`config.mk`:
```
export PLATFORM = sky130hd
export DESIGN_NAME = mcd_driver_set
export DESIGN_NICKNAME = d
export VERILOG_FILES = /design/src/mcd_pkg.sv /design/src/mcd_driver_set.sv
export SDC_FILE = /design/constraint.sdc
export NUM_CORES = 1
export LEC_CHECK = 0
export BUFFER_PORTS_ARGS = -buffer_cell sky130_fd_sc_hd__clkbuf_2
export CELL_PAD_IN_SITES_DETAIL_PLACEMENT = 2
export CELL_PAD_IN_SITES_GLOBAL_PLACEMENT = 2
export CORE_ASPECT_RATIO = 1.2
export CORE_MARGIN = 2
export CORE_UTILIZATION = 33
export CTS_CLUSTER_DIAMETER = 80
export DETAILED_ROUTE_END_ITERATION = 12
export HOLD_SLACK_MARGIN = 0.06
export PLACE_DENSITY_LB_ADDON = 0.2
export SLEW_MARGIN = 25
export SYNTH_ARGS = -nofsm -noshare
export SYNTH_HDL_FRONTEND = slang
export SYNTH_SLANG_ARGS = --single-unit
```
`constraint.sdc`:
```
create_clock -name clk_i -period 6 [get_ports clk_i]
set_clock_uncertainty 0.2 [all_clocks]
set_input_delay 0.6 -clock clk_i [delete_from_list [all_inputs] [get_ports clk_i]]
set_output_delay 0.6 -clock clk_i [all_outputs]
set_load 0.05 [all_outputs]
```
`src/mcd_pkg.sv`:
```
`default_nettype none
package mcd_pkg;
  timeunit 1ns;
  timeprecision 1ps;

  // Instruction width and driver count
  localparam int INSTR_W = 16;
  localparam int DRV_NUM = 12;
  localparam int AMP_NUM = 4;
  localparam int DRAM_AW = 6;
  localparam int SRC_W = 5;

  // Opcode patterns
  localparam logic [14:0] OPC_FREEWHEEL = 15'h1AC8;
  localparam logic [14:0] OPC_HOST_IRQ = 15'h1AC9;
  localparam logic [11:0] OPC_AMP_GAIN = 12'h353;
  localparam logic [9:0] OPC_SINGLE_DRV = 10'h0D2;
  localparam logic [9:0] OPC_SHORTCUT = 10'h0D1;
  localparam logic [12:0] OPC_COMPENSATE = 13'h06AA;
  localparam logic [1:0] OPC_STORE_HI = 2'h2;
  localparam logic [1:0] OPC_STORE_LO = 2'h1;

  // Output actions
  localparam logic [1:0] ACT_KEEP = 2'h0;
  localparam logic [1:0] ACT_OFF = 2'h1;
  localparam logic [1:0] ACT_ON = 2'h2;
  localparam logic [1:0] ACT_TOGGLE = 2'h3;

  // Driver select codes used by the freewheel pairing, and the last valid select
  localparam logic [3:0] SEL_HIGH1 = 4'h0;
  localparam logic [3:0] SEL_HIGH2 = 4'h1;
  localparam logic [3:0] SEL_HIGH3 = 4'h2;
  localparam logic [3:0] SEL_HIGH4 = 4'h3;
  localparam logic [3:0] SEL_HIGH5 = 4'h4;
  localparam logic [3:0] SEL_LOW4 = 4'h8;
  localparam logic [3:0] SEL_LOW5 = 4'h9;
  localparam logic [3:0] SEL_LOW6 = 4'hA;
  localparam logic [3:0] SEL_LOW7 = 4'hB;
  localparam logic [3:0] SEL_LAST = 4'hB;

  // Gain codes
  localparam logic [1:0] GAIN_5P8 = 2'h0;

  // Register offsets (byte addresses)
  localparam logic [7:0] OFS_DRV_GRANT = 8'h00;
  localparam logic [7:0] OFS_CUR_GRANT = 8'h04;
  localparam logic [7:0] OFS_IRQ_STATUS = 8'h08;
  localparam logic [7:0] OFS_IRQ_MASK = 8'h0C;
  localparam logic [7:0] OFS_DRV_STATE = 8'h10;
  localparam logic [7:0] OFS_AMP_STATE = 8'h14;

  // Interrupt status bits
  localparam int EV_NUM = 3;
  localparam int EV_REFUSED = 0;
  localparam int EV_STORED = 1;
  localparam int EV_PIN = 2;

  // Reset values
  localparam logic [DRV_NUM-1:0] DRV_GRANT_RST = 12'h000;
  localparam logic [AMP_NUM-1:0] CUR_GRANT_RST = 4'h0;
  localparam logic [EV_NUM-1:0] IRQ_MASK_RST = 3'h0;

  // Data RAM write
  typedef struct packed {
    logic we;
    logic [DRAM_AW-1:0] addr;
    logic [INSTR_W-1:0] data;
  } mcd_dram_wr_s;

  // Current measurement block settings
  typedef struct packed {
    logic [AMP_NUM-1:0][1:0] gain;
    logic [AMP_NUM-1:0] comp;
  } mcd_amp_state_s;

endpackage : mcd_pkg
`default_nettype wire

```
`src/mcd_driver_set.sv`:
```
// Operation
// - Freewheel opcode decoded, bit 0 selects auto
// - Freewheel starts manual after reset
// - Auto freewheel partner drives the inverse of the first shortcut output
// - Driver instructions act only on granted outputs
// - Two-bit gain code, reset gain 5.8
// - Amplifier select picks core and channel
// - Gain and compensation need current block grant
// - Gain opcode, gain bits 3:2, select 1:0
// - Interrupt pin follows bit 0, resets high
// - Four-bit driver select, 1100 undefined
// - Actions keep, off, on, invert
// - Single driver opcode, select 5:2, action 1:0
// - Compensation enable per block, all off after reset
// - Compensation opcode, enable bit 2, target 1:0
// - Store writes source register into data RAM
// - Indexed flag adds address base to address
// - Store opcode, flag 13, source, address fields
// - Shortcut opcode applies three actions to shortcuts
`default_nettype none
module mcd_driver_set
  import mcd_pkg::*;
#(
  parameter int DRAM_ADDR_W = DRAM_AW
) (
  // Clock and reset
  input wire logic clk_i,
  input wire logic reset_i,
  // Instruction stream
  input wire logic [INSTR_W-1:0] instr_i,
  input wire logic instr_valid_i,
  output logic instr_stall_o,
  // Shortcut definitions and address base
  input wire logic [3:0] first_shortcut_output_i,
  input wire logic [3:0] second_shortcut_output_i,
  input wire logic [3:0] third_shortcut_output_i,
  input wire logic [DRAM_ADDR_W-1:0] address_base_i,
  // Source register read
  output logic [SRC_W-1:0] source_register_field_o,
  input wire logic [INSTR_W-1:0] source_data_i,
  // Data RAM write
  output mcd_dram_wr_s dram_wr_o,
  // Pre-driver and current block outputs
  output logic [DRV_NUM-1:0] driver_on_o,
  output mcd_amp_state_s amp_state_o,
  output logic host_interrupt_pin_o,
  // Wishbone slave
  input wire logic wb_cyc_i,
  input wire logic wb_stb_i,
  input wire logic wb_we_i,
  input wire logic [7:0] wb_adr_i,
  input wire logic [31:0] wb_dat_i,
  input wire logic [3:0] wb_sel_i,
  output logic [31:0] wb_dat_o,
  output logic wb_ack_o,
  output logic irq_o
);
  timeunit 1ns;
  timeprecision 1ps;

  ////////////////////////////////////////////////////////////////////////////
  // Parameter check
  if (DRAM_ADDR_W != DRAM_AW) begin : g_bad_width
    $error("Data RAM address width must be six");
  end

  ////////////////////////////////////////////////////////////////////////////
  // Functions
  function automatic logic apply_action(input logic [1:0] act,
                                        input logic cur);
    logic res;
    res = cur;
    unique case (act)
      ACT_KEEP: res = cur;
      ACT_OFF: res = 1'b0;
      ACT_ON: res = 1'b1;
      ACT_TOGGLE: res = ~cur;
    endcase
    return res;
  endfunction : apply_action

  function automatic logic [4:0] freewheel_pair(input logic [3:0] sc);
    logic [4:0] res;
    res = 5'h00;
    case (sc)
      SEL_HIGH1: res = {1'b1, SEL_LOW5};
      SEL_HIGH2: res = {1'b1, SEL_LOW6};
      SEL_HIGH3: res = {1'b1, SEL_LOW7};
      SEL_HIGH4: res = {1'b1, SEL_HIGH5};
      SEL_HIGH5: res = {1'b1, SEL_LOW4};
      default: res = 5'h00;
    endcase
    return res;
  endfunction : freewheel_pair

  ////////////////////////////////////////////////////////////////////////////
  // Registers
  logic [DRV_NUM-1:0] drv_grant_reg;
  logic [AMP_NUM-1:0] cur_grant_reg;
  logic [EV_NUM-1:0] irq_status_reg;
  logic [EV_NUM-1:0] irq_mask_reg;
  logic [DRV_NUM-1:0] drv_state_reg;
  logic [DRV_NUM-1:0] driver_on_reg;
  logic freewheel_auto_flag_reg;
  logic host_pin_reg;
  mcd_amp_state_s amp_reg;
  mcd_dram_wr_s dram_reg;
  logic ack_reg;
  logic [31:0] rdata_reg;

  ////////////////////////////////////////////////////////////////////////////
  // Decode
  logic is_freewheel;
  logic is_host_irq;
  logic is_gain;
  logic is_single;
  logic is_shortcut;
  logic is_comp;
  logic is_store;

  always_comb begin
    is_freewheel = instr_valid_i && instr_i[15:1] == OPC_FREEWHEEL;
    is_host_irq = instr_valid_i && instr_i[15:1] == OPC_HOST_IRQ;
    is_gain = instr_valid_i && instr_i[15:4] == OPC_AMP_GAIN;
    is_single = instr_valid_i && instr_i[15:6] == OPC_SINGLE_DRV;
    is_shortcut = instr_valid_i && instr_i[15:6] == OPC_SHORTCUT;
    is_comp = instr_valid_i && instr_i[15:3] == OPC_COMPENSATE;
    is_store = instr_valid_i && instr_i[15:14] == OPC_STORE_HI
               && instr_i[1:0] == OPC_STORE_LO;
  end

  ////////////////////////////////////////////////////////////////////////////
  // Access checks
  logic [4:0] fw_pair;
  logic fw_ok;
  logic [3:0] single_sel;
  logic single_ok;
  logic [2:0][3:0] sc_sel;
  logic [2:0][1:0] sc_act;
  logic shortcut_ok;
  logic gain_ok;
  logic comp_ok;
  logic refused;

  always_comb begin
    fw_pair = freewheel_pair(first_shortcut_output_i);
    fw_ok = !fw_pair[4] || drv_grant_reg[fw_pair[3:0]];
    single_sel = instr_i[5:2];
    single_ok = single_sel <= SEL_LAST
                && drv_grant_reg[single_sel];
    sc_sel[0] = first_shortcut_output_i;
    sc_sel[1] = second_shortcut_output_i;
    sc_sel[2] = third_shortcut_output_i;
    sc_act[0] = instr_i[5:4];
    sc_act[1] = instr_i[3:2];
    sc_act[2] = instr_i[1:0];
    shortcut_ok = 1'b1;
    for (int i = 0; i < 3; i++) begin
      if (sc_act[i] != ACT_KEEP
          && (sc_sel[i] > SEL_LAST || !drv_grant_reg[sc_sel[i]])) begin
        shortcut_ok = 1'b0;
      end
    end
    gain_ok = cur_grant_reg[instr_i[1:0]];
    comp_ok = cur_grant_reg[instr_i[1:0]];
    refused = (is_freewheel && !fw_ok) || (is_single && !single_ok)
              || (is_shortcut && !shortcut_ok) || (is_gain && !gain_ok)
              || (is_comp && !comp_ok);
  end

  ////////////////////////////////////////////////////////////////////////////
  // Never stalls
  assign instr_stall_o = 1'b0;

  ////////////////////////////////////////////////////////////////////////////
  // Freewheel mode
  always_ff @(posedge clk_i) begin
    if (reset_i) begin
      freewheel_auto_flag_reg <= 1'b0;
    end else if (is_freewheel && fw_ok) begin
      freewheel_auto_flag_reg <= instr_i[0];
    end
  end

  ////////////////////////////////////////////////////////////////////////////
  // Driver states
  always_ff @(posedge clk_i) begin
    if (reset_i) begin
      drv_state_reg <= '0;
    end else if (is_single && single_ok) begin
      drv_state_reg[single_sel] <= apply_action(instr_i[1:0],
                                   drv_state_reg[single_sel]);
    end else if (is_shortcut && shortcut_ok) begin
      for (int i = 0; i < 3; i++) begin
        if (sc_act[i] != ACT_KEEP) begin
          drv_state_reg[sc_sel[i]] <= apply_action(sc_act[i],
                                      drv_state_reg[sc_sel[i]]);
        end
      end
    end
  end

  ////////////////////////////////////////////////////////////////////////////
  // Pin drive with automatic freewheel
  logic [DRV_NUM-1:0] drv_eff;

  always_comb begin
    drv_eff = drv_state_reg & drv_grant_reg;
    if (freewheel_auto_flag_reg && fw_pair[4]
        && drv_grant_reg[fw_pair[3:0]]) begin
      drv_eff[fw_pair[3:0]] =
        ~drv_state_reg[first_shortcut_output_i];
    end
  end

  always_ff @(posedge clk_i) begin
    if (reset_i) begin
      driver_on_reg <= '0;
    end else begin
      driver_on_reg <= drv_eff;
    end
  end

  assign driver_on_o = driver_on_reg;

  ////////////////////////////////////////////////////////////////////////////
  // Amplifier gain and offset compensation
  always_ff @(posedge clk_i) begin
    if (reset_i) begin
      for (int i = 0; i < AMP_NUM; i++) begin
        amp_reg.gain[i] <= GAIN_5P8;
      end
      amp_reg.comp <= '0;
    end else if (is_gain && gain_ok) begin
      amp_reg.gain[instr_i[1:0]] <= instr_i[3:2];
    end else if (is_comp && comp_ok) begin
      amp_reg.comp[instr_i[1:0]] <= instr_i[2];
    end
  end

  assign amp_state_o = amp_reg;

  ////////////////////////////////////////////////////////////////////////////
  // Host interrupt pin
  always_ff @(posedge clk_i) begin
    if (reset_i) begin
      host_pin_reg <= 1'b1;
    end else if (is_host_irq) begin
      host_pin_reg <= instr_i[0];
    end
  end

  assign host_interrupt_pin_o = host_pin_reg;

  ////////////////////////////////////////////////////////////////////////////
  // Store to data RAM
  assign source_register_field_o = instr_i[12:8];

  always_ff @(posedge clk_i) begin
    if (reset_i) begin
      dram_reg <= '0;
    end else begin
      dram_reg.we <= is_store;
      if (is_store) begin
        dram_reg.data <= source_data_i;
        if (instr_i[13]) begin
          dram_reg.addr <= instr_i[7:2] + address_base_i;
        end else begin
          dram_reg.addr <= instr_i[7:2];
        end
      end
    end
  end

  assign dram_wr_o = dram_reg;

  ////////////////////////////////////////////////////////////////////////////
  // Wishbone slave
  logic bus_req;
  logic bus_wr;
  logic [31:0] wmask;

  always_comb begin
    bus_req = wb_cyc_i && wb_stb_i && !ack_reg;
    bus_wr = bus_req && wb_we_i;
    wmask = {{8{wb_sel_i[3]}}, {8{wb_sel_i[2]}},
             {8{wb_sel_i[1]}}, {8{wb_sel_i[0]}}};
  end

  always_ff @(posedge clk_i) begin
    if (reset_i) begin
      ack_reg <= 1'b0;
    end else begin
      ack_reg <= bus_req;
    end
  end

  always_ff @(posedge clk_i) begin
    if (reset_i) begin
      drv_grant_reg <= DRV_GRANT_RST;
      cur_grant_reg <= CUR_GRANT_RST;
      irq_mask_reg <= IRQ_MASK_RST;
    end else if (bus_wr) begin
      case (wb_adr_i)
        OFS_DRV_GRANT: drv_grant_reg <= (drv_grant_reg & ~wmask[11:0])
                                        | (wb_dat_i[11:0] & wmask[11:0]);
        OFS_CUR_GRANT: cur_grant_reg <= (cur_grant_reg & ~wmask[3:0])
                                        | (wb_dat_i[3:0] & wmask[3:0]);
        OFS_IRQ_MASK: irq_mask_reg <= (irq_mask_reg & ~wmask[2:0])
                                      | (wb_dat_i[2:0] & wmask[2:0]);
        default: ;
      endcase
    end
  end

  always_ff @(posedge clk_i) begin
    if (reset_i) begin
      rdata_reg <= '0;
    end else if (bus_req && !wb_we_i) begin
      case (wb_adr_i)
        OFS_DRV_GRANT: rdata_reg <= {20'h00000, drv_grant_reg};
        OFS_CUR_GRANT: rdata_reg <= {28'h0000000, cur_grant_reg};
        OFS_IRQ_STATUS: rdata_reg <= {29'h00000000, irq_status_reg};
        OFS_IRQ_MASK: rdata_reg <= {29'h00000000, irq_mask_reg};
        OFS_DRV_STATE: rdata_reg <= {18'h00000, host_pin_reg,
                                     freewheel_auto_flag_reg, driver_on_reg};
        OFS_AMP_STATE: rdata_reg <= {20'h00000, amp_reg};
        default: rdata_reg <= '0;
      endcase
    end
  end

  assign wb_dat_o = rdata_reg;
  assign wb_ack_o = ack_reg;

  ////////////////////////////////////////////////////////////////////////////
  // Interrupt status, set wins over clear
  logic [EV_NUM-1:0] ev_set;
  logic [EV_NUM-1:0] ev_clr;

  always_comb begin
    ev_set = '0;
    ev_set[EV_REFUSED] = refused;
    ev_set[EV_STORED] = is_store;
    ev_set[EV_PIN] = is_host_irq && instr_i[0] != host_pin_reg;
    ev_clr = '0;
    if (bus_wr && wb_adr_i == OFS_IRQ_STATUS && wb_sel_i[0]) begin
      ev_clr = wb_dat_i[2:0];
    end
  end

  always_ff @(posedge clk_i) begin
    if (reset_i) begin
      irq_status_reg <= '0;
    end else begin
      irq_status_reg <= (irq_status_reg & ~ev_clr) | ev_set;
    end
  end

  logic irq_reg;

  always_ff @(posedge clk_i) begin
    if (reset_i) begin
      irq_reg <= 1'b0;
    end else begin
      irq_reg <= |(irq_status_reg & irq_mask_reg);
    end
  end

  assign irq_o = irq_reg;

endmodule : mcd_driver_set
`default_nettype wire

```
* After elaboration in Yosys (flattened, before gate mapping)
Cells that the tools add are included.
** Word-level totals
- Register bits after elaboration :: 117
- Input port bits :: 100
- Output and inout bits :: 88
** Cells by class
- $add $sub $neg :: 1
- Order comparisons :: 16
- Eq/ne operators :: 26
- Mux-type cells :: 78
- Bitwise logic cells :: 22
- Reductions and logical operators :: 69
** Operator list (count)
- $mux 12 :: 12
- $pmux 14 s6 :: 1
- $bwmux 12 :: 5
- $logic_and 1x1->1 :: 37
- $and 12x12->12 :: 3
- $bmux 1 s4 :: 9
- $mux 1 :: 33
- $eq 15x13->1 const B :: 2
- $lt 4x5->1 const B :: 5
- $pmux 5 s5 :: 1
- $demux 1 s4 :: 5
- $eq 10x8->1 const B :: 2
- $ge 4x1->1 const B :: 5
- $eq 8x4->1 const B :: 2
- $eq 8x5->1 const B :: 2
- $pmux 1 s4 :: 4
- $eq 2x2->1 const B :: 7
- $eq 13x11->1 const B :: 1
- $and 3x3->3 :: 4
- $eq 12x10->1 const B :: 1
- $gt 4x4->1 const B :: 3
- $not 12->12 :: 1
- $or 12x12->12 :: 1
- $logic_not 1->1 :: 10
- 31 further kinds :: 56

* Depth between registers and ports, before layout
- Depth after elaboration :: 26
- Mapped depth :: 10
- Depth with buffers taken out :: 9

* Least setup slack after synthesis
No wires, ideal clock.
- Path kind :: input to register
- Start point :: in instr_i[2]
- End point :: reg drv_state_reg[4]
- Arrival :: 2186 ps
- Required time :: 5673 ps
- Setup slack :: 3487 ps
- Stages on the path :: 7
- Buffers on the path :: 1
- Cells stage by stage :: buf_6 > mux4_2 > a22o_1 > a31o_1 > mux2i_1 > nor3_1 > or3_1
** On the way
- Longest elaborated chain between the ends :: 15
- Elaborated cells on any way between the ends :: 41
** Ends and longest elaborated chain
- from (decl) :: line mcd_driver_set.sv:30 : input wire logic [INSTR_W-1:0] instr_i,
- $eq 2x2->1, or another cell as far along :: line mcd_driver_set.sv:73 : unique case (act)
- $pmux 1 s4 :: line mcd_driver_set.sv:73
- $mux 1 :: line mcd_driver_set.sv:195 : if (sc_act[i] != ACT_KEEP) begin
- $mux 1 :: line mcd_driver_set.sv:193 : end else if (is_shortcut && shortcut_ok) begin
- $mux 1 :: line mcd_driver_set.sv:190 : end else if (is_single && single_ok) begin
- $mux 1 :: line mcd_driver_set.sv:188 : if (reset_i) begin
- $bwmux 12 :: line mcd_driver_set.sv:196 : drv_state_reg[sc_sel[i]] <= apply_action(sc_act[i],
- $mux 12 :: line mcd_driver_set.sv:195
- $mux 12 :: line mcd_driver_set.sv:193
- $mux 12 :: line mcd_driver_set.sv:190
- $mux 12 :: line mcd_driver_set.sv:188
- $bwmux 12 :: line mcd_driver_set.sv:196
- $mux 12 :: line mcd_driver_set.sv:195
- $mux 12 :: line mcd_driver_set.sv:193
- $mux 12 :: line mcd_driver_set.sv:190
- to (signal, indexed assignment) :: line mcd_driver_set.sv:191 : drv_state_reg[single_sel] <= apply_action(instr_i[1:0],
- to (signal, indexed assignment) :: line mcd_driver_set.sv:196
- to (decl) :: line mcd_driver_set.sv:102 : logic [DRV_NUM-1:0] drv_state_reg;
Parallel ways exist; a longest one is shown, timed or not. The select of a mux whose other input is x is not followed.
A chain may end at the register's enable or synchronous reset.

==> results.sh <==
export IMPL_antenna_left=0
export IMPL_fin_hold_ws_ns=0.2505
export IMPL_slowest_delay_ns=0.68
export IMPL_async_flop_share=0
export IMPL_overflow=0
export IMPL_status="completed"
export IMPL_synth_compound_area_frac=0.1817
export IMPL_path_cells="mux4_2 > a22oi_1 > o2111ai_1 > nand4_1 > nand2b_1 > o211ai_1"
export IMPL_antenna_found_initial=0
export IMPL_ys_seq_elements=99
export IMPL_synthTopCellsByCount="dfxtp_1, nand2_1, nor2_1, mux2i_1, a21oi_1"
export IMPL_vias=6706
export IMPL_dieArea_um2=21010
export IMPL_leakage_nw=3.063
export IMPL_grt_max_degree=89
export IMPL_synth_cell_types=75
export IMPL_rsz0062_at_grt="false"
export IMPL_grt_pass1_wl_um=42450
export IMPL_synth_area_per_cell_um2=8.328
export IMPL_maxSlewHeadroom=0.2901
export IMPL_synth_edf_count=0
export IMPL_yosysMostFrequentCell="dfxtp_1"
export IMPL_fin_crit_ns=3.407
export IMPL_hp_class="primary input to register"
export IMPL_fillCellCount=2229
export IMPL_setup_viol=0
export IMPL_slew_violations=0
export IMPL_dpl_hpwl_um=20830
export IMPL_drive_above_1_share=0.2381
export IMPL_fin_nets=987
export IMPL_core_um2=19550
export IMPL_ir_drop_v=0.0001331
export IMPL_synthFlopType="dfxtp_1"
export IMPL_chipHeight_um=158.4
export IMPL_crit_fanout=15
export IMPL_ys_seq_area_frac=0.3024
export IMPL_synthesis_area_um2=6554
export IMPL_htree_levels=3
export IMPL_dr_wl_met3_um=1226
export IMPL_cts_setup_buffers=0
export IMPL_synthXorXnorAreaFrac=0.006682
export IMPL_synth_top_area_share=0.3024
export IMPL_fp_row_count=56
export IMPL_ff2ff_setup_slack_ns=2.59
export IMPL_critPathCaptureType="register"
export IMPL_routabilityCongestion=0.9247
export IMPL_p_per_area_nw_per_um2=198.4
export IMPL_hold_violations=0
export IMPL_vias_per_cell=5.847
export IMPL_critPathArrivalTime_ns=3.49
export IMPL_setup_tns_ns=0
export IMPL_numCtsBuffers=9
export IMPL_clock_path_buffers=2
export IMPL_reg2reg_depth=6
export IMPL_drt_pass1_iterations=5
export IMPL_critPathKind="register to register"
export IMPL_p_total_mw=1.504
export IMPL_postCtsHoldBufs=0
export IMPL_wire_per_inst_um=24.59
export IMPL_critPathSlowestCell="dfxtp_1"
export IMPL_yosysTopAreaCell="dfxtp_1"
export IMPL_pre_cts_ws_ns=2.353
export IMPL_clock_sinks=99
export IMPL_synth_area_leaders="dfxtp_1, mux2i_1, mux4_2"
export IMPL_cts_tree="yes"
export IMPL_port_buffers=146
export IMPL_drc_errors=0
export IMPL_yosys_area_share_simple=0.2459
export IMPL_wl_met2_um=14180
export IMPL_io_pins=188
export IMPL_highest_layer="met4"
export IMPL_synthAdderAreaFrac=0.01260
export IMPL_start_util=0.3353
export IMPL_grt_pass1_vias=7161
export IMPL_insertion_delay_ns=0.36
export IMPL_synth_cells=787
export IMPL_diodes=0
export IMPL_clock_fmax_mhz=293.5
export IMPL_post_cts_resize_count=0
export IMPL_startpoint_type="register"
export IMPL_synth_mux_area_frac=0.1737
export IMPL_die_w_um=132.6
export IMPL_maxCapViolations=0
export IMPL_setup_slack_ns=2.593
export IMPL_synth_warnings=0
export IMPL_cp_endpoint="drv_state_reg[7]"
export IMPL_worst_r2r_endpoint="drv_state_reg[7]"
export IMPL_postRouteWirelength_um=28210
export IMPL_grt_use_total=0.2649
export IMPL_clk_pin_slew_ns=0.08
export IMPL_drt_iter0_markers=496
export IMPL_drt_met1_wl_um=11410
export IMPL_min_period_over_period=0.5679
export IMPL_root_buffer="clkbuf_16"
export IMPL_required_ns=6.08
export IMPL_synth_top_family_by_area="simple AND/OR/NAND/NOR gates"
export IMPL_area_delta_synth_final_pct=15.64
export IMPL_tightestPinTransition_ns=1.055
per-stage QoR:
stage	area, um^2	utilization	std cells
6_report	7579	0.3877	1147
5_1_grt	7579	0.3877	1147
4_1_cts	7577	0.3876	1147
3_5_place_dp	7272	0.3720	1131
3_3_place_gp	7272	0.3720	1131
2_1_floorplan	6621	-	805
critical path, delay by kind of cell (launching register included):
kind	cells	cell delay [ns]
AO/OA/AOI/OAI	3	0.83
AND/OR/NAND/NOR	2	1.26
multiplexers	1	0.36
flip-flops	1	0.68
per-layer routing:
layer	vias up	global-route usage
li1	3052	-
met1	3362	0.3037
met2	222	0.4727
met3	70	0.04298
met4	0	0.1454
met5	-	0
cell usage in the layout, fill, tap and decap left out, types with 15 or more instances in the layout:
cell        n
nor2b_1    19
a21oi_1    49
nor2_1     74
inv_1      15
nand3_1    30
clkbuf_2  145
dfxtp_1    99
a22oi_1    20
mux2i_1    56
conb_1     19
mux4_2     18
nand2_1    89
o211ai_1   20
cells by family (layout without fill, tap and decap cells):
group	count (synthesis)	in the layout
AO/OA/AOI/OAI	174	174
multiplexers	88	88
adder cells (fa/ha/maj)	6	6
flip-flops	99	99
other	1	19
XOR/XNOR	5	5
buffers and inverters	102	183
AND/OR/NAND/NOR	312	312
how the worst min path moves through the flow:
stage               slack [ns]                end  depth (start not counted)               from
floorplan                 0.24  irq_status_reg[2]                          2  irq_status_reg[2]
finish                    0.25       dram_wr_o[9]                          3   source_data_i[9]
global route              0.26       dram_wr_o[9]                          3   source_data_i[9]
global placement          0.24      dram_wr_o[17]                          2      dram_wr_o[17]
detailed placement        0.25      dram_wr_o[17]                          2      dram_wr_o[17]
CTS                       0.24       dram_wr_o[9]                          3   source_data_i[9]
layout make-up:
| class | instances | area, um^2 | share of cell area |
|---|---|---|---|
| clock inverter | 7 | 80.08 | 0.01057 |
| inverter | 17 | 63.81 | 0.008420 |
| tap | 261 | 326.6 | 0.04309 |
| clock buffer | 9 | 225.2 | 0.02972 |
| multi-input combinational | 604 | 4140 | 0.5463 |
| sequential | 99 | 1982 | 0.2615 |
| timing repair buffer | 150 | 760.7 | 0.1004 |
where the power goes:
part / internal [mW] / leakage, nW / switching [mW] / total [mW]
logic: 0.0655 / 2.12 / 0.174 / 0.240
clock network: 0.297 / 0.146 / 0.306 / 0.604
registers: 0.659 / 0.798 / 0.00142 / 0.660
Note: power is estimated with default switching activity, not from simulation.
